## config.mk

```make
export PLATFORM = sky130hd
export DESIGN_NAME = rptx_top
export DESIGN_NICKNAME = d
export VERILOG_FILES = /design/src/rptx_pkg.sv /design/src/rptx_top.sv
export SDC_FILE = /design/constraint.sdc
export NUM_CORES = 1
export LEC_CHECK = 0
export CAP_MARGIN = 20
export CELL_PAD_IN_SITES_DETAIL_PLACEMENT = 0
export CELL_PAD_IN_SITES_GLOBAL_PLACEMENT = 1
export CORE_UTILIZATION = 35
export DETAILED_ROUTE_END_ITERATION = 10
export DONT_BUFFER_PORTS = 1
export PLACE_DENSITY_LB_ADDON = 0.15
export SLEW_MARGIN = 20
export SYNTH_ARGS = -nofsm -noshare
export SYNTH_HDL_FRONTEND = slang
export SYNTH_SLANG_ARGS = --single-unit
```

## constraint.sdc

```tcl
create_clock -name pclk -period 9.8 [get_ports pclk]
set_input_delay 1.96 -clock pclk [delete_from_list [all_inputs] [get_ports pclk]]
set_output_delay 1.96 -clock pclk [all_outputs]
set_load 0.05 [all_outputs]
```

## src/rptx_pkg.sv

```systemverilog
// ==================================================
// Shared types, codes and register map
package rptx_pkg;
	// One byte from the switch: parity, control flag, two nibbles
	typedef struct packed {
		logic parity;
		logic ctl;
		logic [3:0] hi;
		logic [3:0] lo;
	} rptx_byte_s;
	// One encoded symbol pair
	typedef struct packed {
		logic [4:0] hi;
		logic [4:0] lo;
	} rptx_pair_s;
	// 5B line symbols
	localparam logic [4:0] SYM_I = 5'h1f;
	localparam logic [4:0] SYM_H = 5'h04;
	localparam logic [4:0] SYM_Q = 5'h00;
	localparam logic [4:0] SYM_J = 5'h18;
	localparam logic [4:0] SYM_K = 5'h11;
	localparam logic [4:0] SYM_T = 5'h0d;
	localparam logic [4:0] SYM_R = 5'h07;
	localparam logic [4:0] SYM_S = 5'h19;
	localparam logic [4:0] SYM_V = 5'h01;
	// Control nibble codes, sent with the control flag set
	localparam logic [3:0] CTL_Q = 4'h0;
	localparam logic [3:0] CTL_H = 4'h1;
	localparam logic [3:0] CTL_T0 = 4'h4;
	localparam logic [3:0] CTL_T1 = 4'h5;
	localparam logic [3:0] CTL_R = 4'h6;
	localparam logic [3:0] CTL_S = 4'h7;
	localparam logic [3:0] CTL_JK = 4'hd;
	localparam logic [3:0] CTL_I = 4'hf;
	// Fixed invalid-connection pattern
	localparam logic [9:0] INVALID_PATTERN = 10'h13a;
	// Transmit modes
	localparam logic [2:0] TXM_ACTIVE = 3'h0;
	localparam logic [2:0] TXM_IDLE = 3'h1;
	localparam logic [2:0] TXM_MASTER = 3'h2;
	localparam logic [2:0] TXM_QUIET = 3'h3;
	localparam logic [2:0] TXM_HALT = 3'h4;
	localparam logic [2:0] TXM_OFF = 3'h5;
	// Injection modes
	localparam logic [1:0] INJ_NONE = 2'h0;
	localparam logic [1:0] INJ_ONESHOT = 2'h1;
	localparam logic [1:0] INJ_PERIODIC = 2'h2;
	localparam logic [1:0] INJ_CONT = 2'h3;
	// Register byte offsets
	localparam logic [7:0] OFS_MODE = 8'h00;
	localparam logic [7:0] OFS_TSTATE = 8'h04;
	localparam logic [7:0] OFS_SWCFG = 8'h08;
	localparam logic [7:0] OFS_THRESH = 8'h0c;
	localparam logic [7:0] OFS_SYMA = 8'h10;
	localparam logic [7:0] OFS_SYMB = 8'h14;
	localparam logic [7:0] OFS_STATUS = 8'h18;
	// Field positions
	localparam int BIT_PLAIN_NRZ = 6;
	localparam int BIT_PAR_EN = 6;
	localparam int POS_TXMODE = 2;
	// Reset values
	localparam logic [2:0] RST_TXMODE = 3'h5;
	localparam logic [5:0] RST_SWCFG = 6'h3f;
	// Preamble targets
	localparam logic [3:0] PRE_TARGET = 4'h7;
	localparam logic [3:0] PRE_MAX = 4'hf;
	// Index of the last bit in one ten-bit serial byte
	localparam logic [3:0] BIT_LAST = 4'h9;

	// 4B/5B encoder for one nibble
	function automatic logic [4:0] rptx_enc(input logic ctl, input logic upper,
		input logic [3:0] nib);
		logic [4:0] s;
		s = SYM_V;
		if (ctl) begin
			case (nib)
				CTL_Q: s = SYM_Q;
				CTL_H: s = SYM_H;
				CTL_T0, CTL_T1: s = SYM_T;
				CTL_R: s = SYM_R;
				CTL_S: s = SYM_S;
				CTL_JK: s = upper ? SYM_J : SYM_K;
				CTL_I: s = SYM_I;
				default: s = SYM_V;
			endcase
		end else begin
			case (nib)
				4'h0: s = 5'h1e;
				4'h1: s = 5'h09;
				4'h2: s = 5'h14;
				4'h3: s = 5'h15;
				4'h4: s = 5'h0a;
				4'h5: s = 5'h0b;
				4'h6: s = 5'h0e;
				4'h7: s = 5'h0f;
				4'h8: s = 5'h12;
				4'h9: s = 5'h13;
				4'ha: s = 5'h16;
				4'hb: s = 5'h17;
				4'hc: s = 5'h1a;
				4'hd: s = 5'h1b;
				4'he: s = 5'h1c;
				default: s = 5'h1d;
			endcase
		end
		return s;
	endfunction
endpackage

```

## src/rptx_top.sv

```systemverilog
`timescale 1ns/10ps
// Overview of operation
// - Reset symbol 0110 encodes 00111, control flag
// - Violation in repeat sends two Halt pairs, one if Idle or JK follows
// - Idle-any enters idle, sends Idle until JK
// - JK from any state enters repeat
// - End state: R/S before T violates
// - Preambles under seven Idle pairs gain one
// - Target seven: delete above, extend below
// - Preamble count runs from Idle to JK
// - Non-active mode overrides filter and smoother
// - Each transmit mode sends its own stream
// - Reserved transmit mode sends Quiet pairs
// - Injection overrides line state and data
// - One shot injects nth byte after JK
// - Periodic injects every (n+1)th symbol pair
// - Continuous replaces every pair, threshold zero
// - Shift register loads bytes, shifts bits
// - Mode bit 6: 0 NRZI, 1 plain NRZ
// - Switch config picks among four buses
// - Invalid bus carries fixed pattern 1 0011 1010
// - Three muxes: A, B indicate and transmitter
// - Single-port variant uses B request, A indicate
module rptx_top #(
	parameter bit DUAL_PORT = 1'b1, // Zero for the single-port variant
	parameter int AW = 8 // APB address width
) (
	input wire logic pclk,
	input wire logic presetn,
	input wire logic ce,
	input wire logic [AW-1:0] paddr,
	input wire logic psel,
	input wire logic penable,
	input wire logic pwrite,
	input wire logic [31:0] pwdata,
	output logic [31:0] prdata,
	output logic pready,
	output logic pslverr,
	input wire rptx_pkg::rptx_byte_s a_request,
	input wire rptx_pkg::rptx_byte_s b_request,
	input wire rptx_pkg::rptx_byte_s rx_bus,
	output rptx_pkg::rptx_byte_s a_indicate,
	output rptx_pkg::rptx_byte_s b_indicate,
	output logic txd,
	output logic tx_enable,
	output logic byte_tick
);
	// ==================================================
	// Registers and state
	typedef enum {RF_IDLE, RF_REPEAT, RF_HALT, RF_END} rptx_rf_e;
	typedef enum {SM_DIRECT, SM_EXTEND} rptx_sm_e;
	logic plain_nrz_q; // Mode register bit
	logic [1:0] inj_mode_q; // Injection mode field
	logic [2:0] tx_mode_q; // Transmit mode
	logic par_en_q; // Parity check enable
	logic [5:0] swcfg_q; // Switch selects
	logic [7:0] thresh_q; // Injection threshold
	logic [4:0] sym_a_q; // Injection symbol A
	logic [4:0] sym_b_q; // Injection symbol B
	logic [31:0] prdata_q;
	logic pready_q;
	logic pslverr_q;
	rptx_pkg::rptx_byte_s a_ind_q;
	rptx_pkg::rptx_byte_s b_ind_q;
	rptx_pkg::rptx_byte_s tx_byte;
	rptx_rf_e rf_q;
	rptx_rf_e rf_d;
	rptx_sm_e sm_q;
	rptx_sm_e sm_d;
	rptx_pkg::rptx_pair_s slot_q; // Smoother one-pair slot
	rptx_pkg::rptx_pair_s slot_d;
	logic [3:0] pre_cnt_q; // Idle pairs seen in preamble
	logic counting_q;
	logic [7:0] inj_cnt_q;
	logic [7:0] inj_cnt_d;
	logic armed_q; // One-shot pending
	logic armed_d;
	logic [3:0] bit_cnt_q;
	logic [9:0] shreg_q;
	logic txd_q;
	logic tx_en_q;
	logic tick_q;
	logic stb; // Byte boundary
	// Combinational path
	rptx_pkg::rptx_pair_s enc_pair;
	rptx_pkg::rptx_pair_s rf_pair;
	rptx_pkg::rptx_pair_s sm_pair;
	rptx_pkg::rptx_pair_s lsg_pair;
	rptx_pkg::rptx_pair_s out_pair;
	logic par_err, is_jk, is_ix, is_viol, is_rs, is_end;
	logic sm_jk, sm_idle, fire, lsg_en, out_jk;

	// Bus source picker, used three times
	function automatic rptx_pkg::rptx_byte_s pick(input logic [1:0] sel,
		input rptx_pkg::rptx_byte_s a, input rptx_pkg::rptx_byte_s b,
		input rptx_pkg::rptx_byte_s r);
		rptx_pkg::rptx_byte_s v;
		v = rptx_pkg::INVALID_PATTERN;
		case (sel)
			2'h0: v = DUAL_PORT ? a : rptx_pkg::INVALID_PATTERN;
			2'h1: v = b;
			2'h2: v = r;
			default: v = rptx_pkg::INVALID_PATTERN;
		endcase
		return v;
	endfunction

	// Pair built from a high and a low symbol
	function automatic rptx_pkg::rptx_pair_s pr(input logic [4:0] h, input logic [4:0] l);
		return {h, l};
	endfunction

	// ==================================================
	// APB slave, one wait state per access
	wire acc = psel && penable;
	wire wr_go = acc && pwrite && pready_q;

	// Ready and read data
	always_ff @(posedge pclk or negedge presetn) begin
		if (!presetn) begin
			pready_q <= 1'b0;
			prdata_q <= 32'h0;
			pslverr_q <= 1'b0;
		end else if (ce) begin
			pready_q <= acc && !pready_q;
			if (acc && !pready_q) begin
				pslverr_q <= 1'b0;
				prdata_q <= 32'h0;
				case (paddr[7:0])
					rptx_pkg::OFS_MODE: prdata_q[rptx_pkg::BIT_PLAIN_NRZ] <= plain_nrz_q;
					rptx_pkg::OFS_TSTATE: prdata_q[6:0] <= {par_en_q, 1'b0, tx_mode_q, inj_mode_q};
					rptx_pkg::OFS_SWCFG: prdata_q[5:0] <= swcfg_q;
					rptx_pkg::OFS_THRESH: prdata_q[7:0] <= thresh_q;
					rptx_pkg::OFS_SYMA: prdata_q[4:0] <= sym_a_q;
					rptx_pkg::OFS_SYMB: prdata_q[4:0] <= sym_b_q;
					rptx_pkg::OFS_STATUS: prdata_q[9:0] <= {armed_q, pre_cnt_q,
						sm_q == SM_EXTEND, rf_q == RF_END, rf_q == RF_HALT,
						rf_q == RF_REPEAT, rf_q == RF_IDLE};
					// Unmapped: error answer, zero data
					default: pslverr_q <= 1'b1;
				endcase
			end else begin
				pslverr_q <= 1'b0;
			end
		end
	end

	// Register writes at the completing edge
	always_ff @(posedge pclk or negedge presetn) begin
		if (!presetn) begin
			plain_nrz_q <= 1'b0;
			inj_mode_q <= rptx_pkg::INJ_NONE;
			tx_mode_q <= rptx_pkg::RST_TXMODE;
			par_en_q <= 1'b0;
			swcfg_q <= rptx_pkg::RST_SWCFG;
			thresh_q <= 8'h0;
			sym_a_q <= rptx_pkg::SYM_Q;
			sym_b_q <= rptx_pkg::SYM_Q;
		end else if (ce && wr_go) begin
			case (paddr[7:0])
				rptx_pkg::OFS_MODE: plain_nrz_q <= pwdata[rptx_pkg::BIT_PLAIN_NRZ];
				rptx_pkg::OFS_TSTATE: begin
					inj_mode_q <= pwdata[1:0];
					tx_mode_q <= pwdata[rptx_pkg::POS_TXMODE +: 3];
					par_en_q <= pwdata[rptx_pkg::BIT_PAR_EN];
				end
				rptx_pkg::OFS_SWCFG: swcfg_q <= pwdata[5:0];
				rptx_pkg::OFS_THRESH: thresh_q <= pwdata[7:0];
				rptx_pkg::OFS_SYMA: sym_a_q <= pwdata[4:0];
				rptx_pkg::OFS_SYMB: sym_b_q <= pwdata[4:0];
				default: ;
			endcase
		end
	end

	// ==================================================
	// Configuration switch
	assign tx_byte = pick(swcfg_q[5:4], a_request, b_request, rx_bus);

	// Indicate outputs, refreshed every enabled clock
	always_ff @(posedge pclk or negedge presetn) begin
		if (!presetn) begin
			a_ind_q <= '0;
			b_ind_q <= '0;
		end else if (ce) begin
			a_ind_q <= pick(swcfg_q[1:0], a_request, b_request, rx_bus);
			// Single-port part has no B indicate pins
			b_ind_q <= DUAL_PORT ? pick(swcfg_q[3:2], a_request, b_request, rx_bus) : '0;
		end
	end

	// ==================================================
	// Encoder and classification
	always_comb begin
		enc_pair.hi = rptx_pkg::rptx_enc(tx_byte.ctl, 1'b1, tx_byte.hi);
		enc_pair.lo = rptx_pkg::rptx_enc(tx_byte.ctl, 1'b0, tx_byte.lo);
		// Odd parity over all ten bits, parity bit included
		par_err = par_en_q && !(^tx_byte);
		is_jk = enc_pair.hi == rptx_pkg::SYM_J && enc_pair.lo == rptx_pkg::SYM_K;
		is_ix = enc_pair.hi == rptx_pkg::SYM_I;
		is_viol = par_err || enc_pair.hi == rptx_pkg::SYM_V || enc_pair.lo == rptx_pkg::SYM_V
			|| (enc_pair.hi == rptx_pkg::SYM_J) != (enc_pair.lo == rptx_pkg::SYM_K);
		is_rs = enc_pair.hi == rptx_pkg::SYM_R || enc_pair.hi == rptx_pkg::SYM_S;
		is_end = enc_pair.hi == rptx_pkg::SYM_T || enc_pair.lo == rptx_pkg::SYM_T;
	end

	// ==================================================
	// Repeat filter
	always_comb begin
		rf_d = rf_q;
		rf_pair = enc_pair;
		if (is_jk) begin
			rf_d = RF_REPEAT;
		end else begin
			case (rf_q)
				RF_IDLE: begin
					// Idle until a frame starts
					rf_pair = pr(rptx_pkg::SYM_I, rptx_pkg::SYM_I);
				end
				RF_REPEAT, RF_END: begin
					if (is_viol || (rf_q == RF_REPEAT && is_rs)) begin
						// R or S ahead of T inside a frame is bad
						rf_d = RF_HALT;
						rf_pair = pr(rptx_pkg::SYM_H, rptx_pkg::SYM_H);
					end else if (is_ix) begin
						rf_d = RF_IDLE;
						rf_pair = pr(rptx_pkg::SYM_I, rptx_pkg::SYM_I);
					end else if (is_end) begin
						rf_d = RF_END;
					end
				end
				RF_HALT: begin
					// Second Halt pair, unless Idle cuts it short
					if (is_ix) begin
						rf_pair = pr(rptx_pkg::SYM_I, rptx_pkg::SYM_I);
					end else begin
						rf_pair = pr(rptx_pkg::SYM_H, rptx_pkg::SYM_H);
					end
					rf_d = RF_IDLE;
				end
				default: rf_d = RF_IDLE;
			endcase
		end
	end

	// ==================================================
	// Smoother: one-pair slot lets it insert or drop
	always_comb begin
		sm_jk = rf_pair.hi == rptx_pkg::SYM_J && rf_pair.lo == rptx_pkg::SYM_K;
		sm_idle = rf_pair.hi == rptx_pkg::SYM_I && rf_pair.lo == rptx_pkg::SYM_I;
		sm_d = sm_q;
		slot_d = slot_q;
		sm_pair = rf_pair;
		case (sm_q)
			SM_DIRECT: begin
				if (sm_jk && counting_q && pre_cnt_q < rptx_pkg::PRE_TARGET) begin
					// Short preamble: add one Idle pair, delay the JK
					sm_pair = pr(rptx_pkg::SYM_I, rptx_pkg::SYM_I);
					slot_d = rf_pair;
					sm_d = SM_EXTEND;
				end
			end
			SM_EXTEND: begin
				sm_pair = slot_q;
				if (sm_idle && counting_q && pre_cnt_q >= rptx_pkg::PRE_TARGET) begin
					// Long preamble: drop this Idle pair, catch up
					sm_d = SM_DIRECT;
				end else begin
					slot_d = rf_pair;
				end
			end
			default: sm_d = SM_DIRECT;
		endcase
	end

	// ==================================================
	// Line state generator and injection
	always_comb begin
		lsg_en = 1'b1;
		case (tx_mode_q)
			rptx_pkg::TXM_ACTIVE: lsg_pair = sm_pair;
			rptx_pkg::TXM_IDLE: lsg_pair = pr(rptx_pkg::SYM_I, rptx_pkg::SYM_I);
			rptx_pkg::TXM_MASTER: lsg_pair = pr(rptx_pkg::SYM_H, rptx_pkg::SYM_Q);
			rptx_pkg::TXM_QUIET: lsg_pair = pr(rptx_pkg::SYM_Q, rptx_pkg::SYM_Q);
			rptx_pkg::TXM_HALT: lsg_pair = pr(rptx_pkg::SYM_H, rptx_pkg::SYM_H);
			rptx_pkg::TXM_OFF: begin
				lsg_pair = pr(rptx_pkg::SYM_Q, rptx_pkg::SYM_Q);
				lsg_en = 1'b0;
			end
			// Reserved codes fall back to Quiet
			default: lsg_pair = pr(rptx_pkg::SYM_Q, rptx_pkg::SYM_Q);
		endcase
		// Count from the JK really sent, so an extended preamble moves it too
		out_jk = lsg_pair.hi == rptx_pkg::SYM_J && lsg_pair.lo == rptx_pkg::SYM_K;
		inj_cnt_d = out_jk ? 8'h0 : inj_cnt_q + 8'h1;
		armed_d = armed_q;
		fire = 1'b0;
		case (inj_mode_q)
			rptx_pkg::INJ_ONESHOT: begin
				fire = armed_q && !out_jk && (inj_cnt_q + 8'h1) == thresh_q;
				armed_d = out_jk ? 1'b1 : (fire ? 1'b0 : armed_q);
			end
			rptx_pkg::INJ_PERIODIC: begin
				// At or past n, so a lowered threshold never waits for a wrap
				fire = inj_cnt_q >= thresh_q;
				inj_cnt_d = fire ? 8'h0 : inj_cnt_q + 8'h1;
			end
			rptx_pkg::INJ_CONT: fire = 1'b1;
			default: armed_d = 1'b0;
		endcase
		// Injection outranks line state and data
		out_pair = fire ? pr(sym_a_q, sym_b_q) : lsg_pair;
	end

	// Pipeline state, stepped once per byte
	always_ff @(posedge pclk or negedge presetn) begin
		if (!presetn) begin
			rf_q <= RF_IDLE;
			sm_q <= SM_DIRECT;
			slot_q <= '0;
			inj_cnt_q <= 8'h0;
			armed_q <= 1'b0;
		end else if (ce && stb) begin
			rf_q <= rf_d;
			sm_q <= sm_d;
			slot_q <= slot_d;
			inj_cnt_q <= inj_cnt_d;
			armed_q <= armed_d;
		end
	end

	// Preamble counter: start on Idle, stop on JK
	always_ff @(posedge pclk or negedge presetn) begin
		if (!presetn) begin
			pre_cnt_q <= 4'h0;
			counting_q <= 1'b0;
		end else if (ce && stb) begin
			if (sm_jk) begin
				counting_q <= 1'b0;
			end else if (sm_idle) begin
				counting_q <= 1'b1;
				if (!counting_q) begin
					pre_cnt_q <= 4'h1;
				end else if (pre_cnt_q != rptx_pkg::PRE_MAX) begin
					pre_cnt_q <= pre_cnt_q + 4'h1;
				end
			end
		end
	end

	// ==================================================
	// Serializer; the byte tick stands for the byte clock
	assign stb = bit_cnt_q == rptx_pkg::BIT_LAST;

	always_ff @(posedge pclk or negedge presetn) begin
		if (!presetn) begin
			bit_cnt_q <= 4'h0;
			shreg_q <= '0;
			tx_en_q <= 1'b0;
			tick_q <= 1'b0;
		end else if (ce) begin
			tick_q <= stb;
			if (stb) begin
				bit_cnt_q <= 4'h0;
				shreg_q <= out_pair;
				tx_en_q <= lsg_en;
			end else begin
				bit_cnt_q <= bit_cnt_q + 4'h1;
				shreg_q <= {shreg_q[8:0], 1'b0};
			end
		end
	end

	// Line coder: a one flips the line unless NRZ chosen
	always_ff @(posedge pclk or negedge presetn) begin
		if (!presetn) begin
			txd_q <= 1'b0;
		end else if (ce) begin
			txd_q <= plain_nrz_q ? shreg_q[9] : (txd_q ^ shreg_q[9]);
		end
	end

	assign prdata = prdata_q;
	assign pready = pready_q;
	assign pslverr = pslverr_q;
	assign a_indicate = a_ind_q;
	assign b_indicate = b_ind_q;
	assign txd = txd_q;
	assign tx_enable = tx_en_q;
	assign byte_tick = tick_q;
endmodule

```

# Word level (Yosys, flattened, before mapping)
# Memories as Yosys holds them, arrays and structs flattened.
# Index checks and enable logic that the tools add are counted.
# word_totals
register_bits,168
romBits,320
input_bits,76
output_inout_bits,57
word_cells,200
n_memories,4
# classes
n_addsub,3
n_lt_le_gt_ge,3
eq_ne,53
mux,47
bitwise_logic,3
reduce_logical,55
# memory_table
memory,words,word_bits,rd,rd_ports_with_merged_regs,write_ports,line_no,text
(name not given),16,5,1,0,0,rptx_pkg.sv:76,case (nib)
(name not given),16,5,1,0,0,rptx_pkg.sv:87,case (nib)
(name not given),16,5,1,0,0,rptx_pkg.sv:76,
(name not given),16,5,1,0,0,rptx_pkg.sv:87,
# op_table
cell,count
two-way mux 32 bit,6
equality test 32 x 2 -> 1 bit (second input constant),4
one-hot mux 32 bit (2 select lines),2
one-hot mux 10 bit (3 select lines),4
logical NOT 32 bit,3
two-way mux 10 bit,9
equality test 32 x 1 -> 1 bit (second input constant),2
equality test 32 x 3 -> 1 bit (second input constant),2
equality test 5 bit (second input constant),10
one-hot mux 10 bit (2 select lines),2
one-hot mux 10 bit (4 select lines),1
one-hot mux 5 bit (6 select lines),1
equality test 8 x 5 -> 1 bit (second input constant),3
two-way mux 8 bit,3
logical AND 1 bit,18
AND reduction 2 bit,9
equality test 8 x 4 -> 1 bit (second input constant),2
two-way mux 4 bit,3
equality test 2 bit (second input constant),5
equality test 5 x 1 -> 1 bit (second input constant),2
equality test 5 x 4 -> 1 bit (second input constant),2
two-way mux 5 bit,2
parity 10 bit,1
AND reduction 3 bit,3
35 further kinds,65

# Longest topological paths before layout
# Gate-level depths: netlist of the first run.
# logic_depth
depth_word,27
ltp_mapped,21

# Least setup slack after synthesis of the first run
# OpenSTA, ideal clock, no wires.
# synth_timing
path_kind,input-to-reg
start,in a_request[5] (netlist name)
end,reg slot_q[1] (netlist name)
t_arrival_ps,6022
path_slack_ps,3653
path_stages,18
path_buffers,0
cell_sequence,mux2_4 > o22a_1 > ha_1 > a21oi_1 > a21oi_2 > o32ai_1 > nand2b_1 > nor2_1 > ha_1 > a41oi_1 > o311ai_2 > a211oi_4 > a31oi_4 > a2111oi_2 > nand4_1 > or3_4 > nand2_4 > mux2_4
# synth_between
elab_chain_len,17
word_cells_on_any_way,41
classes_between,eq/ne (12); mux (10); reduce/logical (17); memory (2)
# synth_lines
element,line_no,text
start: declaration,rptx_top.sv:39,"input wire rptx_pkg::rptx_byte_s a_request,"
one-hot mux 10 bit (3 select lines) *,rptx_top.sv:99,case (sel)
"memory (16 x 5 bit), or another cell as far along",n/a,
two-way mux 5 bit or logical NOT 1 bit (tied branches),"rptx_pkg.sv:75, rptx_top.sv:198",
equality test 5 x 1 -> 1 bit or logical AND 1 bit (tied branches),"rptx_top.sv:201, rptx_top.sv:198",
logical OR 1 bit (2 in series),rptx_top.sv:201,is_viol = par_err || enc_pair.hi == rptx_pkg::SYM_V || enc_pair.lo == rptx_pkg::SYM_V
logical OR 1 bit,rptx_top.sv:202,|| (enc_pair.hi == rptx_pkg::SYM_J) != (enc_pair.lo == rptx_pkg::SYM_K);
logical OR 1 bit,rptx_top.sv:221,if (is_viol || (rf_q == RF_REPEAT && is_rs)) begin
two-way mux 10 bit,rptx_top.sv:221,
one-hot mux 10 bit (3 select lines),rptx_top.sv:215,case (rf_q)
two-way mux 10 bit *,rptx_top.sv:212,if (is_jk) begin
equality test 5 bit (on tied branches),"rptx_top.sv:250, rptx_top.sv:249",
logical AND 1 bit (on tied branches),"rptx_top.sv:250, rptx_top.sv:249",
logical AND 1 bit (on tied branches) (2 in series),"rptx_top.sv:265, rptx_top.sv:256",
inequality test 2 bit (no source line),n/a,
AND reduction 4 bit (no source line),n/a,
end signal: assignment,rptx_top.sv:326,slot_q <= slot_d;
end: declaration,rptx_top.sv:70,rptx_pkg::rptx_pair_s slot_q;
# Every way passes the cells marked *; elsewhere a longest branch is shown, timed or not. The select of a mux whose other input is x is not followed.
# A chain may end at the register's enable or synchronous reset.

# Final worst setup path of the first run
# layout_timing
start,in a_request[5] (netlist name)
end,reg slot_q[9] (netlist name)
# The elaborated chain is that of the path after synthesis.

==> metrics, run 1 <==
Pint 0.000830 W; RSZ-0062 raised after global routing false; Crit Reg-Reg Endpoint slot_q[9]$_DFFE_PN0P_; ys flop type dfrtp_1; row count 54; status finished clean; sequential share of power 43.5%; leakage 3.31 nW; Critical Path Fanout Max 10; top post-synthesis cells by area dfrtp_1 (32%), mux2_2 (7.6%), mux2i_1 (3.8%); clk sink count 107; Post-CTS Setup Bufs 0; register bit total from synthesis 107; final std cells w/o fill 1075; Starting Density 35.5%; most frequent cells in the layout dfrtp_1 (99), nand2_1 (67), a21oi_1 (54); Setup crit end kind register; Setup Skew 0.0132 ns; Max clock buf depth 2; post-CTS sizing 0; core footprint 21800 um^2; slowest CP cell a22oi_1; Slew headroom 33.3%; min Tclk post-route 6.83 ns; post-route antenna net violation count 0; Tightest Hold Check Type register to register; Die Height 151 um; Power Density 169 nW/um^2; FMAX 146 MHz; yosys warns 0; worst path required time 10.05 ns; post-route clock period utilization 69.7%; Sw Ratio 39.3%; share of cells above drive strength 1 17.5%; CP peak stage delay 0.63 ns; Comb power frac 29.6%; critical path class primary input to register; grt ovf 0; CTS Hold Bufs 0; Boundary Pins 133; hold_ws 0.490 ns; final RePlAce weighted congestion 0.876; crit path launch type primary input; register area share after synthesis 34.8%; vias in the first global route 5787; Die Area 22700 um^2; Final TNS setup 0 ns; WHS Endpoint shreg_q[7]$_DFFE_PN0P_; worst-skew pair later-pin latency 0.37 ns; overall routing resource usage 19.7%; commonest non-fill, non-tap cell in the layout dfrtp_1; dpl hpwl 16500 um; CP arrival 7.07 ns; largest net degree at the start of global routing 108; CTS Buf Count 9; Port Buffers 0; antenna cells 0; Synth area leader dfrtp_1; hold path start shreg_q[6]$_DFFE_PN0P_; post-synth cell types 104; total of max-cap violations 0; Placed Cells 1059; fin. max-slew vios 0; TritonCTS clock tree yes; clk slew on worst S/H paths 0.07 ns; Tot Pwr 0.00137 W; Layout Nets 885; Slew @ Worst Pin 0.991 ns; synthesized instance count 819; die width 151 um; area share of the leading cell type in the synthesized netlist 32.0%; antenna violations before repair 0; number of synthesized flops with an enable pin 0; Final Hold Viols 0; R2R cell count 19; P_sw 0.000537 W; Mean Syn Cell Area 9.44 um^2; hold depth 2; Routed WL per cell 20.2 um; initial drt markers 395; first-pass GRT wire length 33900 um; Netlist Area Pre-Place 7730 um^2; Routed WL 21700 um; via count 6121; vias per cell 5.69; root buf cell clkbuf_16; reg2reg setup slack 3.57 ns; final setup vio count 0; Layout area overhead 4.63%; htree depth 3; Async SR Flop Fraction 100%; Layout Utilization 37.2%; FF-to-FF Start swcfg_q[4]$_DFFE_PN1P_; residual DRC count 0; Clock Power Share 26.9%; Peak VDD IR 0.0787 mV; Pre-Repair DR Iteration Count 7; crit-path cells mux2_4, o22a_1, inv_2, ha_1, a31oi_1, a22oi_1, nand3_1, nor2_1, ha_1, a41oi_1, o311ai_2, a221oi_1, nor2_2, a21oi_1, nand4_1, or3_4, nand2_4, mux2_4
-- cell families (layout without fill, tap and decap cells) --
logic type | count (synthesis) | in the layout | share of synthesized area, %
buffers and inverters | 94 | 49 | 6.57
AND/OR/NAND/NOR | 236 | 236 | 15.4
multiplexers | 95 | 95 | 14.0
XOR/XNOR | 18 | 18 | 2.40
flip-flops | 107 | 107 | 34.8
AO/OA/AOI/OAI | 249 | 249 | 23.7
adder cells (fa/ha/maj) | 19 | 19 | 3.08
other | 1 | 22 | 0.0485
-- how the worst max path moves through the flow --
stage | startpoint | end | slack (ns) | depth (start not counted)
2_1_floorplan | a_request[5] | slot_q[1]$_DFFE_PN0P_ | 3.65 | 18
3_3_place_gp | a_request[5] | slot_q[6]$_DFFE_PN0P_ | 2.67 | 18
3_5_place_dp | a_request[5] | slot_q[0]$_DFFE_PN0P_ | 2.64 | 18
4_1_cts | a_request[5] | slot_q[0]$_DFFE_PN0P_ | 3.00 | 18
5_1_grt | a_request[5] | slot_q[7]$_DFFE_PN0P_ | 2.72 | 18
6_report | a_request[5] | slot_q[9]$_DFFE_PN0P_ | 2.97 | 18
-- sequential cells by signal (all words and copies together) (netlist names), 2 cells and up --
name        flops
pre_cnt_q       4
shreg_q        10
a_indicate     10
inj_mode_q      2
tx_mode_q       3
swcfg_q         6
inj_cnt_q       8
slot_q         10
rf_q            2
prdata         10
thresh_q        8
sym_b_q         5
sym_a_q         5
bit_cnt_q       4
b_indicate     10
-- Yosys cell counts (19+ instances only) --
cell type,count
mux2i_1,29
inv_1,28
buf_4,22
ha_1,19
a21oi_1,54
clkbuf_1,26
nor2b_1,20
o21ai_0,50
dfrtp_1,99
nand3_1,25
nor2_1,53
nand2_1,67
mux2_2,52
-- per-stage QoR --
step           cell area [um^2]  setup WS (ns)
6_report                   8090           2.97
5_1_grt                    8090           2.72
4_1_cts                    8090           3.00
3_5_place_dp               7790           2.64
3_3_place_gp               7790           2.67
2_1_floorplan              7810           3.65
-- worst max-delay path: cells and delay by family --
kind | cells | cell delay, ns
AND/OR/NAND/NOR | 6 | 1.43
buffers and inverters | 1 | 0.15
multiplexers | 2 | 0.59
adder cells (fa/ha/maj) | 2 | 0.41
AO/OA/AOI/OAI | 7 | 2.53
-- layer usage --
metal	wire length, um	part of all wire, %	global-route usage (%)	vias to the layer above
met5	0	0	0	-
met4	333	1.5	5.25	0
met3	1200	5.5	3.55	22
met2	9530	44	30.0	205
met1	10700	49	28.2	2960
li1	-	-	-	2934
-- power by group through the flow --
stage | Clock, W | Combinational, W | Sequential, W
finish | 0.000368 | 0.000404 | 0.000594
global route | 0.000397 | 0.000447 | 0.000602
CTS | 0.000382 | 0.000402 | 0.000593
detailed placement | 0 | 0.000399 | 0.000601
global placement | 0 | 0.000397 | 0.000599
floorplan | 0 | 0.000341 | 0.000572
-- cell type report --
cell class | instances | area [um^2]
Multi-Input combinational cell | 639 | 4620
Timing Repair Buffer | 3 | 22.5
Tap cell | 280 | 350
Fill cell | 2219 | 13700
Sequential cell | 107 | 2690
Clock buffer | 9 | 225
Clock inverter | 7 | 70.1
Inverter | 30 | 114
Power figures use the tool's default switching activity.
==> run 2: changes to the inputs <==
clock period = 5.75 ns   (was 9.8 ns; I/O delays follow)
==> run 2 against run 1 <==
Die area unchanged. Sequential power increased by 70%. Power is 77% higher. Clock skew down 0.0052 ns. Critical path depth is the same. Critical path type is now register to register. Critical endpoint is now pre_cnt_q[0]$_DFFE_PN0P_. Largest cell class unchanged. Largest power group unchanged. Highest routed layer unchanged.
==> metrics, run 2 (same netlist as run 1, synthesis figures left out) <==
status finished clean (unchanged); Max clock buf depth 2 (unchanged); Pre-Repair DR Iteration Count 5 (was 7); Boundary Pins 133 (unchanged); most frequent cells in the layout dfrtp_1 (99), nand2_1 (67), a21oi_1 (54) (unchanged); share of cells above drive strength 1 20.6% (was 17.5%); grt ovf 0 (unchanged); min Tclk post-route 5.43 ns; Critical Path Fanout Max 16 (was 10); clk slew on worst S/H paths 0.08 ns (was 0.07 ns); final setup vio count 0 (unchanged); worst-skew pair later-pin latency 0.36 ns (was 0.37 ns); Layout area overhead 8.14% (was 4.63%); largest net degree at the start of global routing 108 (unchanged); core footprint 21800 um^2 (unchanged); Port Buffers 0 (unchanged); antenna cells 0 (unchanged); commonest non-fill, non-tap cell in the layout dfrtp_1 (unchanged); dpl ws 0.0569 ns (was 2.64 ns); Routed WL 22200 um (was 21700 um); clk sink count 107 (unchanged); root buf cell clkbuf_16 (unchanged); Routed WL per cell 20.0 um (was 20.2 um); dpl hpwl 16900 um (was 16500 um); total of max-cap violations 0 (unchanged); CTS Buf Count 9 (unchanged); hold_ws 0.477 ns (was 0.490 ns); final RePlAce weighted congestion 0.877 (was 0.876); Starting Density 35.5% (unchanged); Setup crit end kind register (unchanged); via count 6260 (was 6121); post-route clock period utilization 94.4%; design area 8360 um^2 (was 8090 um^2); vias in the first global route 6171 (was 5787); overall routing resource usage 20.1% (was 19.7%); Area after DPL 8030 um^2 (was 7790 um^2); worst path required time 6.00 ns (was 10.05 ns); vias per cell 5.66 (was 5.69); Setup WS post-layout 0.325 ns (was 2.97 ns); Die Height 151 um (unchanged); RSZ-0062 raised after global routing false (unchanged); Die Area 22700 um^2 (unchanged); leakage 3.48 nW (was 3.31 nW); Layout Nets 917 (was 885); Slew @ Worst Pin 0.991 ns (about the same); row count 54 (unchanged); residual DRC count 0 (unchanged); Setup Skew 0.00805 ns (was 0.0132 ns); initial drt markers 393 (was 395); TritonCTS clock tree yes (unchanged); antenna violations before repair 0 (unchanged); Tot Pwr 0.00241 W (was 0.00137 W); Power Density 288 nW/um^2 (was 169 nW/um^2); crit path launch type register (was primary input); critical path class register to register (was primary input to register); FMAX 184 MHz; Final TNS setup 0 ns (unchanged); Slew headroom 33.3% (about the same); htree depth 3 (unchanged); Tightest Hold Check Type primary input to async pin (was register to register); Peak VDD IR 0.131 mV (was 0.0787 mV); die width 151 um (unchanged); Fill cells 2188 (was 2219); Final Hold Viols 0 (unchanged); post-route antenna net violation count 0 (unchanged); fin. max-slew vios 0 (unchanged); first-pass GRT wire length 35000 um (was 33900 um); CP arrival 5.67 ns (was 7.07 ns)
run 2: changes by cell type in the layout (fill, tap and decap cells not counted):
cell | before | now
buf_4 | 3 | 35
inv_6 | 2 | 0
a2bb2oi_2 | 1 | 0
a2bb2oi_4 | 0 | 1
bufinv_16 | 0 | 1
clkinv_2 | 2 | 1
clkinv_4 | 1 | 2
dfstp_2 | 8 | 7
dfstp_4 | 0 | 1
run 2: path summary, 6_finish.rpt:
kind                                              from                        end  slack (ns)  depth (start not counted)
worst max register to register  swcfg_q[4]$_DFFE_PN1P_   pre_cnt_q[0]$_DFFE_PN0P_        0.32                         18
worst min-delay path                           presetn  a_indicate[9]$_DFFE_PN0P_        0.48                          0
max in group asynchronous                      presetn     swcfg_q[5]$_DFFE_PN1P_        5.04                          0
worst min register to register  shreg_q[1]$_DFFE_PN0P_     shreg_q[2]$_DFFE_PN0P_        0.50                          2
worst max-delay path            swcfg_q[4]$_DFFE_PN1P_   pre_cnt_q[0]$_DFFE_PN0P_        0.32                         18
min in group pclk               shreg_q[1]$_DFFE_PN0P_     shreg_q[2]$_DFFE_PN0P_        0.50                          2
run 2: final cells by class:
class	count	area [um^2]	area share [%]
clock buffer	9	225	2.69
clock inverter	6	86.3	1.03
inverter	30	114	1.36
multi-input combinational	639	4630	55.4
sequential	107	2690	32.2
tap	280	350	4.19
timing repair buffer	35	263	3.14
run 2: critical path, stage by stage (launching register included):
cell	delay (ns)
dfstp_4	0.77
mux2_4	0.34
o22a_1	0.28
ha_1	0.23
a21oi_1	0.15
a21oi_2	0.06
o32ai_1	0.38
nand2b_1	0.14
nor2_1	0.15
ha_1	0.24
a41oi_1	0.25
o311ai_2	0.23
a211oi_4	0.32
a31oi_4	0.14
a2111oi_2	0.33
nand4_1	0.26
buf_4	0.21
or3_1	0.47
mux2_4	0.34
run 2: report_power, final:
group          leakage, nW  internal (W)  switching [W]  total [W]
clock                0.152      0.000347       0.000310   0.000657
sequential            1.38      0.000834       0.000178    0.00101
combinational         1.95      0.000319       0.000423   0.000743
run 2: metal layers:
metal / track usage, % / vias to the layer above / share of wire, %
li1: - / 3000 / -
met1: 28.9 / 3075 / 50
met2: 31.3 / 167 / 45
met3: 3.03 / 18 / 3.9
met4: 4.95 / 0 / 1.3
met5: 0 / - / 0
run 2: through the flow:
stage,utilization (%),std cells
CTS,38.4,1106
finish,38.4,1106
global placement,36.9,1091
detailed placement,36.9,1091
global route,38.4,1106
floorplan,-,840
run 2: timing repair:
item / 4_1_cts / 5_1_grt
setup endpoints to repair: 0 / 14
hold buffers: 0 / 0
setup buffers: 0 / 0
gates resized for setup: 0 / 2
==> run 3: changes to the inputs <==
clock period = 6.6 ns   (was 5.75 ns; I/O delays follow)
==> run 3 against run 2 <==
Setup slack gained 0.52 ns. Final cell count shrank 2.0%. Critical path depth unchanged. Clock power is 19% lower. Critical endpoint is now slot_q[3]$_DFFE_PN0P_. Die area stayed put. Sequential power down 13%. Sequential share of layout area rose by 0.79 points. Global-route usage is 0.14 points lower. Hold slack improved by 0.012 ns. Clock-buffer cell count unchanged. Via count is 1.3% lower.
==> metrics, run 3 (same netlist as run 1, synthesis figures left out) <==
Buf/Inv on CP 0 (was 1); vias in the first global route 6018 (was 6171); worst-skew pair later-pin latency 0.36 ns (about the same); hold path start shreg_q[2]$_DFFE_PN0P_; post-CTS sizing 0 (unchanged); post-route clock period utilization 87.2%; Power Density 248 nW/um^2 (was 288 nW/um^2); most frequent cells in the layout dfrtp_1 (99), nand2_1 (67), a21oi_1 (54) (unchanged); via count 6179 (was 6260); slowest CP cell o32ai_1 (was dfstp_4); Layout area overhead 5.39% (was 8.14%); commonest non-fill, non-tap cell in the layout dfrtp_1 (unchanged); core footprint 21800 um^2 (unchanged); grt ovf 0 (unchanged); Pre-Repair DR Iteration Count 5 (unchanged); Placed Cells 1068 (was 1091); TritonCTS clock tree yes (unchanged); WHS Endpoint shreg_q[3]$_DFFE_PN0P_; Max clock buf depth 2 (unchanged); Final Hold Viols 0 (unchanged); Boundary Pins 133 (unchanged); largest net degree at the start of global routing 108 (unchanged); first-pass GRT wire length 34600 um (was 35000 um); Tightest Hold Check Type register to register (was primary input to async pin); antenna cells 0 (unchanged); worst path required time 6.84 ns (was 6.00 ns); crit-path cells mux2_4, o22a_1, ha_1, a21oi_1, a21oi_2, o32ai_1, nand2b_1, nor2_1, ha_1, a41oi_1, o311ai_2, a211oi_4, a31oi_4, a2111oi_2, nand4_1, or3_4, nand2_4, mux2_4 (was mux2_4, o22a_1, ha_1, a21oi_1, a21oi_2, o32ai_1, nand2b_1, nor2_1, ha_1, a41oi_1, o311ai_2, a211oi_4, a31oi_4, a2111oi_2, nand4_1, buf_4, or3_1, mux2_4); final RePlAce weighted congestion 0.849 (was 0.877); row count 54 (unchanged); FMAX 174 MHz; Setup WS post-layout 0.843 ns (was 0.325 ns); CP arrival 5.99 ns (was 5.67 ns); Fill cells 2184 (was 2188); initial drt markers 393 (unchanged); clk slew on worst S/H paths 0.08 ns (about the same); Die Height 151 um (unchanged); overall routing resource usage 20.0% (was 20.1%); total of max-cap violations 0 (unchanged); Routed WL 22000 um (was 22200 um); residual DRC count 0 (unchanged); reg2reg setup slack 0.84 ns (was 0.32 ns); Setup Skew 0.0146 ns (was 0.00805 ns); Die Area 22700 um^2 (unchanged); Post-CTS Setup Bufs 0 (unchanged); Crit Reg-Reg Endpoint slot_q[3]$_DFFE_PN0P_ (was pre_cnt_q[0]$_DFFE_PN0P_); Starting Density 35.5% (unchanged); vias per cell 5.70 (was 5.66); crit path launch type primary input (was register); Slew @ Worst Pin 1.02 ns (was 0.991 ns); htree depth 3 (unchanged); Routed WL per cell 20.3 um (was 20.0 um); leakage 3.36 nW (was 3.48 nW); CP delay by family, top compound AO/OA/AOI/OAI gates (unchanged); Final TNS setup 0 ns (unchanged); critical path class primary input to register (was register to register); final setup vio count 0 (unchanged); CTS Hold Bufs 0 (unchanged); min Tclk post-route 5.76 ns; hold depth 2; CTS Buf Count 9 (unchanged); post-route antenna net violation count 0 (unchanged); Layout Utilization 37.4% (was 38.4%); R2R cell count 18 (unchanged); FF-to-FF Start swcfg_q[4]$_DFFE_PN1P_ (unchanged); root buf cell clkbuf_16 (unchanged); dpl hpwl 16700 um (was 16900 um); fin. max-slew vios 0 (unchanged); CP peak stage delay 0.50 ns (was 0.77 ns); Peak VDD IR 0.130 mV (was 0.131 mV); share of cells above drive strength 1 18.4% (was 20.6%); clk sink count 107 (unchanged); Port Buffers 0 (unchanged); final std cells w/o fill 1084 (was 1106); Tot Pwr 0.00202 W (was 0.00241 W); die width 151 um (unchanged); antenna violations before repair 0 (unchanged); Setup crit end kind register (unchanged); dpl ws 0.474 ns (was 0.0569 ns); Slew headroom 31.5% (was 33.3%); RSZ-0062 raised after global routing false (unchanged); Layout Nets 894 (was 917); status finished clean (unchanged); Critical Path Fanout Max 10 (was 16)
## run 3: changes by cell type in the layout (fill, tap and decap cells not counted), sizes merged
| cell | before | now |
|---|---|---|
| buf | 35 | 12 |
| bufinv | 1 | 0 |
| clkinv | 4 | 5 |
| inv | 31 | 32 |
## run 3: per-layer routing
metal	wire length (um)	up-vias	track usage (%)	part of all wire, %
met5	0	-	0	0
met4	407	0	5.75	1.8
met3	793	25	3.00	3.6
met2	9600	165	30.2	44
met1	11200	3053	29.1	51
li1	-	2936	-	-
## run 3: final cells by class
type / count / area, um^2 / area share, %
Sequential cell: 107 / 2690 / 33.0
Clock buffer: 9 / 225 / 2.76
Timing Repair Buffer: 12 / 90.1 / 1.11
Multi-Input combinational cell: 639 / 4620 / 56.7
Tap cell: 280 / 350 / 4.30
Inverter: 30 / 114 / 1.40
Clock inverter: 7 / 61.3 / 0.753
## run 3: stage by stage
step / cell area [um^2] / hold WS, ns
4_1_cts: 8150 / 0.491
2_1_floorplan: 7810 / 0.454
6_report: 8150 / 0.489
3_5_place_dp: 7860 / 0.471
5_1_grt: 8150 / 0.526
3_3_place_gp: 7860 / 0.473
## run 3: tightest hold or removal path, cell delays in order, from the launching register on
cell and delay, ns:
dfrtp_1 0.34, a21oi_1 0.05, o21ai_0 0.06
## run 3: where the power goes
group	switching, W	total (W)	leakage [nW]	internal [W]
clock network	0.000271	0.000534	0.143	0.000263
logic	0.000363	0.000608	1.84	0.000244
registers	0.000154	0.000881	1.38	0.000726
## run 3: worst max-delay path by stage
| stage | endpoint | slack (ns) | start | depth (start not counted) |
|---|---|---|---|---|
| after floorplan | slot_q[1]$_DFFE_PN0P_ | 1.09 | a_request[5] | 18 |
| after global placement | slot_q[6]$_DFFE_PN0P_ | 0.48 | a_request[5] | 18 |
| after detailed placement | slot_q[0]$_DFFE_PN0P_ | 0.47 | a_request[5] | 18 |
| after CTS | slot_q[9]$_DFFE_PN0P_ | 0.84 | swcfg_q[4]$_DFFE_PN1P_ | 18 |
| after global routing | slot_q[0]$_DFFE_PN0P_ | 0.43 | swcfg_q[4]$_DFFE_PN1P_ | 18 |
| final | slot_q[3]$_DFFE_PN0P_ | 0.84 | a_request[5] | 18 |
